--- src/verilog/rbc_pkg.sv ---
package rbc_pkg;

  // Module table geometry
  localparam int          MOD_COUNT      = 41;
  localparam int          PLL_COUNT      = 2;
  localparam int          ADDR_W         = 14;

  // Strap field positions on the async address bus
  localparam int          SEL_LSB        = 12;
  localparam int          SEL_W          = 2;
  localparam int          CFG_LSB        = 8;
  localparam int          CFG_W          = 4;

  // Strap defaults given by the internal pulls
  localparam logic [1:0]  SEL_PULL       = 2'h0;
  localparam logic [3:0]  CFG_PULL       = 4'hD;

  // Boot select codes
  localparam logic [1:0]  BOOT_NAND      = 2'h0;
  localparam logic [1:0]  BOOT_ASYNC     = 2'h1;
  localparam logic [1:0]  BOOT_CARD      = 2'h2;
  localparam logic [1:0]  BOOT_UART      = 2'h3;

  // First-fetch jump targets
  localparam logic [31:0] ROM_VECTOR     = 32'h0000_8000;
  localparam logic [31:0] ASYNC_VECTOR   = 32'h0200_0000;

  // Reference clock that runs the chip while the PLLs are bypassed
  localparam int          REF_CLOCK_MHZ  = 24;

  // PLL controller reset values: bypassed and disabled
  localparam logic [1:0]  PLL_BYPASS_RST = 2'h3;
  localparam logic [1:0]  PLL_ENABLE_RST = 2'h0;

  // Slowest async wait states, fields hold cycles minus one
  localparam int          SETUP_CYCLES   = 16;
  localparam int          STROBE_CYCLES  = 64;
  localparam int          HOLD_CYCLES    = 8;
  localparam logic [3:0]  SETUP_RST      = 4'(SETUP_CYCLES - 1);
  localparam logic [5:0]  STROBE_RST     = 6'(STROBE_CYCLES - 1);
  localparam logic [2:0]  HOLD_RST       = 3'(HOLD_CYCLES - 1);

  // Module numbers with strap-dependent defaults, and always-enabled timer 0
  localparam int          MOD_DMA_CC     = 2;
  localparam int          MOD_DMA_TC0    = 3;
  localparam int          MOD_ASYNC_MEM  = 14;
  localparam int          MOD_CARD0      = 15;
  localparam int          MOD_UART0      = 19;
  localparam int          MOD_SPI0       = 22;
  localparam int          MOD_TIMER0     = 27;

  // Always enabled: timer 0, timer 2, system, core, bus 32..38
  localparam logic [40:0] MOD_ALWAYS_EN  = 41'h07F_E800_0000;
  // Powered on: every module but reserved 16 and 39
  localparam logic [40:0] PWR_ON_MASK    = 41'h17F_FFFE_FFFF;

  // Strap sampling window after reset, in clock cycles
  localparam int          SAMPLE_CYCLES  = 2;

  typedef enum logic [1:0] {
    PH_SAMPLE = 2'b01,
    PH_RUN    = 2'b10
  } rbc_phase_t;

  typedef struct packed {
    rbc_phase_t  phase;
    logic [1:0]  cnt;
    logic [1:0]  boot_sel;
    logic [3:0]  pin_cfg;
    logic [1:0]  pll_bypass;
    logic [1:0]  pll_enable;
    logic [40:0] mod_en;
    logic        override;
    logic [31:0] vector;
    logic [3:0]  setup;
    logic [5:0]  strobe;
    logic [2:0]  hold;
  } rbc_state_t;

  localparam rbc_state_t STATE_RST = '{
    phase: PH_SAMPLE, cnt: 2'h0, boot_sel: SEL_PULL, pin_cfg: CFG_PULL,
    pll_bypass: PLL_BYPASS_RST, pll_enable: PLL_ENABLE_RST, mod_en: 41'h000_0000_0000,
    override: 1'b0, vector: ROM_VECTOR, setup: SETUP_RST, strobe: STROBE_RST,
    hold: HOLD_RST};

endpackage : rbc_pkg

--- src/verilog/rbc_top.sv ---
`timescale 1ns/1ps

module rbc_top
  import rbc_pkg::*;
#(
  parameter int SAMPLE_LEN = rbc_pkg::SAMPLE_CYCLES  // Strap settle window in cycles
) (
  input  wire logic                          CLK,               // 100 MHz clock
  input  wire logic                          RST_N,             // Power-on reset, async
  input  wire logic                          CE,                // Clock enable
  input  wire logic                          WARM_RST_REQ,      // Warm reset pulse
  input  wire logic                          MAX_RST_REQ,       // Max reset pulse
  input  wire logic [rbc_pkg::ADDR_W-1:0]    ASYNC_ADDR_BUS_IN, // Address pins, straps
  input  wire logic                          FIRST_FETCH,       // Core fetch strobe
  input  wire logic                          PLL_WR_EN,         // PLL control write
  input  wire logic [rbc_pkg::PLL_COUNT-1:0] PLL_WR_BYPASS,     // New bypass bits
  input  wire logic [rbc_pkg::PLL_COUNT-1:0] PLL_WR_ENABLE,     // New enable bits
  input  wire logic                          TIMING_WR_EN,      // Wait state write
  input  wire logic [3:0]                    TIMING_WR_SETUP,   // New setup field
  input  wire logic [5:0]                    TIMING_WR_STROBE,  // New strobe field
  input  wire logic [2:0]                    TIMING_WR_HOLD,    // New hold field
  output logic [rbc_pkg::PLL_COUNT-1:0]      PLL_BYPASS,        // PLL bypass per PLL
  output logic [rbc_pkg::PLL_COUNT-1:0]      PLL_ENABLE,        // PLL enable per PLL
  output logic [rbc_pkg::MOD_COUNT-1:0]      POWER_DOMAIN_ON,   // Domain on per module
  output logic [rbc_pkg::MOD_COUNT-1:0]      MODULE_ENABLE,     // 1 enable, 0 sync reset
  output logic                               CORE_RESET_N,      // Core held while low
  output logic                               FETCH_OVERRIDE,    // Replace first fetch
  output logic [31:0]                        JUMP_TARGET,       // Forced jump address
  output logic [5:0]                         BOOT_CONFIG_REG,   // Pin config, boot select
  output logic [rbc_pkg::CFG_W-1:0]          ASYNC_PIN_CONFIG,  // Async pin setup
  output logic                               STRAP_SAMPLING,    // Pins act as straps
  output logic [3:0]                         ASYNC_SETUP,       // Setup cycles minus one
  output logic [5:0]                         ASYNC_STROBE,      // Strobe cycles minus one
  output logic [2:0]                         ASYNC_HOLD         // Hold cycles minus one
);
  import rbc_pkg::*;

  // Elaboration check on the sampling window
  if (SAMPLE_LEN < 1 || SAMPLE_LEN > 4) begin : g_bad_len
    $error("SAMPLE_LEN must lie between 1 and 4");
  end

  localparam logic [1:0] LAST_CNT = 2'(SAMPLE_LEN - 1);

  logic       rst_meta;
  logic       rst_sync;
  logic [5:0] strap_meta;
  logic [5:0] strap_sync;
  rbc_state_t r_reg;
  rbc_state_t r_next;
  logic       any_rst;
  logic [1:0] sel_pin;
  logic [3:0] cfg_pin;

  // Reset release through two flops
  always_ff @(posedge CLK or negedge RST_N) begin
    if (!RST_N) begin
      rst_meta <= 1'b0;
      rst_sync <= 1'b0;
    end else if (CE) begin
      rst_meta <= 1'b1;
      rst_sync <= rst_meta;
    end
  end

  // Strap pins through two flops, held at pull values in power-on reset only
  always_ff @(posedge CLK or negedge RST_N) begin
    if (!RST_N) begin
      strap_meta <= {SEL_PULL, CFG_PULL};
      strap_sync <= {SEL_PULL, CFG_PULL};
    end else if (CE) begin
      strap_meta <= ASYNC_ADDR_BUS_IN[SEL_LSB+SEL_W-1:CFG_LSB];
      strap_sync <= strap_meta;
    end
  end

  assign any_rst = WARM_RST_REQ | MAX_RST_REQ;
  assign sel_pin = strap_sync[CFG_W+SEL_W-1:CFG_W];
  assign cfg_pin = strap_sync[CFG_W-1:0];

  // Next-state logic for the whole configuration
  always_comb begin
    r_next = r_reg;
    if (any_rst) begin
      // Warm and max reset reload every default, same as power-on
      r_next = STATE_RST;
    end else begin
      unique case (r_reg.phase)
        PH_SAMPLE: begin
          r_next.cnt = r_reg.cnt + 2'h1;
          if (r_reg.cnt == LAST_CNT) begin
            // Latch straps once and hand pins back
            r_next.phase    = PH_RUN;
            r_next.cnt      = 2'h0;
            r_next.boot_sel = sel_pin;
            r_next.pin_cfg  = cfg_pin;
            r_next.override = 1'b1;
            r_next.vector   = (sel_pin == BOOT_ASYNC) ? ASYNC_VECTOR : ROM_VECTOR;
            r_next.mod_en   = MOD_ALWAYS_EN;
            r_next.mod_en[MOD_DMA_CC]    = (sel_pin != BOOT_CARD);
            r_next.mod_en[MOD_DMA_TC0]   = (sel_pin != BOOT_CARD);
            r_next.mod_en[MOD_ASYNC_MEM] = (sel_pin != BOOT_CARD);
            r_next.mod_en[MOD_CARD0]     = (sel_pin == BOOT_CARD);
            r_next.mod_en[MOD_UART0]     = (sel_pin == BOOT_UART);
            r_next.mod_en[MOD_SPI0]      = (sel_pin != BOOT_ASYNC);
          end
        end
        PH_RUN: begin
          // First fetch consumes the forced jump
          if (FIRST_FETCH) begin
            r_next.override = 1'b0;
          end
          if (PLL_WR_EN) begin
            r_next.pll_bypass = PLL_WR_BYPASS;
            r_next.pll_enable = PLL_WR_ENABLE;
          end
          // Timing stays at default until software rewrites it
          if (TIMING_WR_EN) begin
            r_next.setup  = TIMING_WR_SETUP;
            r_next.strobe = TIMING_WR_STROBE;
            r_next.hold   = TIMING_WR_HOLD;
          end
        end
      endcase
    end
  end

  // State register, frozen while CE is low or reset is held
  always_ff @(posedge CLK or negedge rst_sync) begin
    if (!rst_sync) begin
      r_reg <= STATE_RST;
    end else if (CE) begin
      r_reg <= r_next;
    end
  end

  // Outputs from the state register, power domains from the fixed mask
  assign PLL_BYPASS       = r_reg.pll_bypass;
  assign PLL_ENABLE       = r_reg.pll_enable;
  assign POWER_DOMAIN_ON  = PWR_ON_MASK;
  assign MODULE_ENABLE    = r_reg.mod_en;
  assign CORE_RESET_N     = (r_reg.phase == PH_RUN);
  assign FETCH_OVERRIDE   = r_reg.override;
  assign JUMP_TARGET      = r_reg.vector;
  assign BOOT_CONFIG_REG  = {r_reg.pin_cfg, r_reg.boot_sel};
  assign ASYNC_PIN_CONFIG = r_reg.pin_cfg;
  assign STRAP_SAMPLING   = (r_reg.phase == PH_SAMPLE);
  assign ASYNC_SETUP      = r_reg.setup;
  assign ASYNC_STROBE     = r_reg.strobe;
  assign ASYNC_HOLD       = r_reg.hold;
endmodule : rbc_top
--- config.mk ---
export PLATFORM = sky130hd
export DESIGN_NAME = rbc_top
export DESIGN_NICKNAME = d
export VERILOG_FILES = /design/src/verilog/rbc_pkg.sv /design/src/verilog/rbc_top.sv
export SDC_FILE = /design/constraint.sdc
export NUM_CORES = 1
export LEC_CHECK = 0
export ABC_CLOCK_PERIOD_IN_PS = 1400
export BUFFER_PORTS_ARGS = -buffer_cell sky130_fd_sc_hd__buf_2
export CORE_MARGIN = 4
export CORE_UTILIZATION = 44
export CTS_BUF_LIST = sky130_fd_sc_hd__clkbuf_16
export DETAILED_ROUTE_END_ITERATION = 8
export PLACE_DENSITY_LB_ADDON = 0.15
export SETUP_SLACK_MARGIN = 0.15
export SYNTH_ARGS = -nofsm -noshare
export SYNTH_HDL_FRONTEND = slang
export SYNTH_SLANG_ARGS = --single-unit
--- constraint.sdc ---
create_clock -name CLK -period 1.4 [get_ports CLK]
set_input_delay 0.14 -clock CLK [delete_from_list [all_inputs] [get_ports CLK]]
set_output_delay 0.14 -clock CLK [all_outputs]
set_load 0.02 [all_outputs]
==> run metrics <==
ANT nets after route 0; RR Startpoint r_reg[99]$_DFFE_PN1P_; dominant cell type by area after synthesis buf_4; clock skew 0.00521 ns; Seq/Total Area, Yosys 40.4%; clock slew at reported path FFs 0.07 ns; total die area 0.00850 mm²; largest net degree at the start of global routing 36; Antenna Cells 0; hold crit path type in2reg; hold_sp ASYNC_ADDR_BUS_IN[8]; mapped cell area 0.00312 mm²; Placed Cells 430; Arr. time, crit path 1.25 ns; dpl ws -0.0686 ns; Finish-stage setup viols 0; P&R area growth vs syn 9.91%; PwrDens 1040 mW/mm²; core area 0.00683 mm²; Cells after Synth 301; Port Buf Inserts 79; RePlAce Congestion 0.744; R2R Setup Slk 0.02 ns; Peak VDD IR 0.000510 V; final worst path period share 99.4%; post-DP HPWL 4.30 mm; CP startpoint kind flip-flop; total track usage 12.7%; CTS tree built; io pins 183; clk_lat worst skew 0.29 ns; minimum clock period 1.39 ns; first-pass GRT wire length 8.53 mm; final wirelength 5.69 mm; RSZ-0062 raised after global routing yes; final instance area 0.00343 mm²; critical path class reg2out; data required time at the worst endpoint 1.26 ns; CP Capture Type output port; Syn Area/Cell 10.4 µm²; status completed; Synth Register Bits 49; CP Launch Point r_reg[99]$_DFFE_PN1P_; endpoints failing hold 0; Tot Pwr 0.00356 W; Vias per Instance 4.27; layout filler cell count 624; placed cell area 0.00299 mm²; Core Util, Final 50.2%; Die Ht 92.2 µm; Synth Warn # 0; initial core utilization 45.6%; CTS HTree Levels 2; layout cells sized above 1 45.0%; WL/cell 12.8 µm; Unique masters post-synth 34; Synth area leaders buf_4 34%, dfstp_2 22%, dfrtp_1 18%, o21ba_1 4.8%, mux2_1 4.3%; Die Width 92.2 µm; maxcap violations 0; Static Leak 1.67 nW; CTS Buffer Depth 2; initial antenna violation count 0; first-pass iteration count of the detailed router 4; Root Driver clkbuf_16; number of global-route vias before repair 1695; Num CTS Buffers 5; Yosys top cell area share 33.9%; final std cells w/o fill 445; FMAX 719 MHz; total via count in the routed design 1900; 1st-iter DRT viols 80; worst setup margin 0.00830 ns; Slew Limit Fails 0; Rows 30; clock sink count 49; # DRC 0; Layout Nets 387; gr ovfl total 0; crit path max fanout 4
worst paths after layout:
path | end | cells after the start
min in group asynchronous | strap_meta[5]$_DFFE_PN0P_ | 2
setup reg to reg | FETCH_OVERRIDE$_DFFE_PN0P_ | 5
max in group asynchronous | ASYNC_STROBE[4]$_DFFE_PN1P_ | 1
hold / removal | strap_meta[0]$_DFFE_PN1P_ | 2
setup / recovery | CORE_RESET_N | 4
hold reg to reg | r_reg[97]$_DFFE_PN0P_ | 1
logic make-up (layout without fill, tap and decap cells):
kind of cell | count (synthesis) | count (layout) | share of synthesized area, %
flops | 49 | 49 | 40.4
simple gates | 37 | 37 | 6.82
mux | 14 | 14 | 4.98
buf+inv | 156 | 111 | 36.0
compound gates | 43 | 43 | 11.6
other cells | 2 | 95 | 0.241
cells in the final DEF (no fill, tap or decap), types with 3 or more instances in the layout:
cell and n:
buf_2 77, o21ba_1 15, mux2_1 12, buf_6 4
o22a_1 4, o21ai_1 5, conb_1 95, nor4_2 6
inv_1 3, dfrtp_1 21, dfstp_2 26, nor2_1 3
clkbuf_16 5, a22o_1 5, nor4_4 7, buf_4 16
nand2_1 7
worst max-delay path, stage by stage (launching register included):
cell	delay [ns]
dfstp_2	0.56
nand2b_4	0.14
buf_6	0.11
inv_4	0.03
buf_6	0.12
per-layer routing:
metal,wire [µm],GRT usage [%]
met1,2190,15.6
met4,79,4.83
met2,2910,21.5
met3,509,3.28
met5,0,0
repair_timing:
| item | CTS | global route |
|---|---|---|
| setup buffers | 6 | 0 |
| hold buffers | 1 | 0 |
| resized for setup | 22 | 18 |
| pin swaps | 13 | 1 |
| setup endpoints to repair | 32 | 34 |
| endpoints found under the hold margin | 8 | 0 |
per-stage QoR:
| stage | hold slack, ns | TNS [ns] |
|---|---|---|
| finish | 0.0634 | 0 |
| global placement | 0.0485 | -0.152 |
| detailed placement | 0.0537 | -0.336 |
| global route | 0.0543 | -0.0578 |
| floorplan | -0.156 | 0 |
| CTS | 0.0587 | 0 |
where the power goes:
part / internal [W] / switching [W]
Combinational: 0.000245 / 0.000551
Sequential: 0.00152 / 0.0000649
Clock: 0.000665 / 0.000521
cell type report:
class	instances	area, µm²	share of cell area (%)
timing repair buffer	99	581	16.9
clock buffer	5	125	3.65
inverter	4	17.5	0.511
clock inverter	3	21.3	0.621
multi-input combinational	189	1300	38.0
tap	96	120	3.50
sequential	49	1260	36.8
synth_stat cells, drive strengths merged:
library cell,count
a21boi,1
a21o,2
a22o,5
a31o,1
a32o,2
buf,147
clkbuf,5
conb,2
dfrtp,23
dfstp,26
inv,4
mux2,12
mux2i,2
nand2,7
nand2b,3
nand3,1
nand3b,1
nor2,3
nor2b,1
nor3,2
nor4,15
nor4bb,1
o21a,3
o21ai,7
o21ba,15
o22a,4
o2bb2ai,2
o31ai,1
or2,2
or3,1
(Power assumes the default switching activity.)
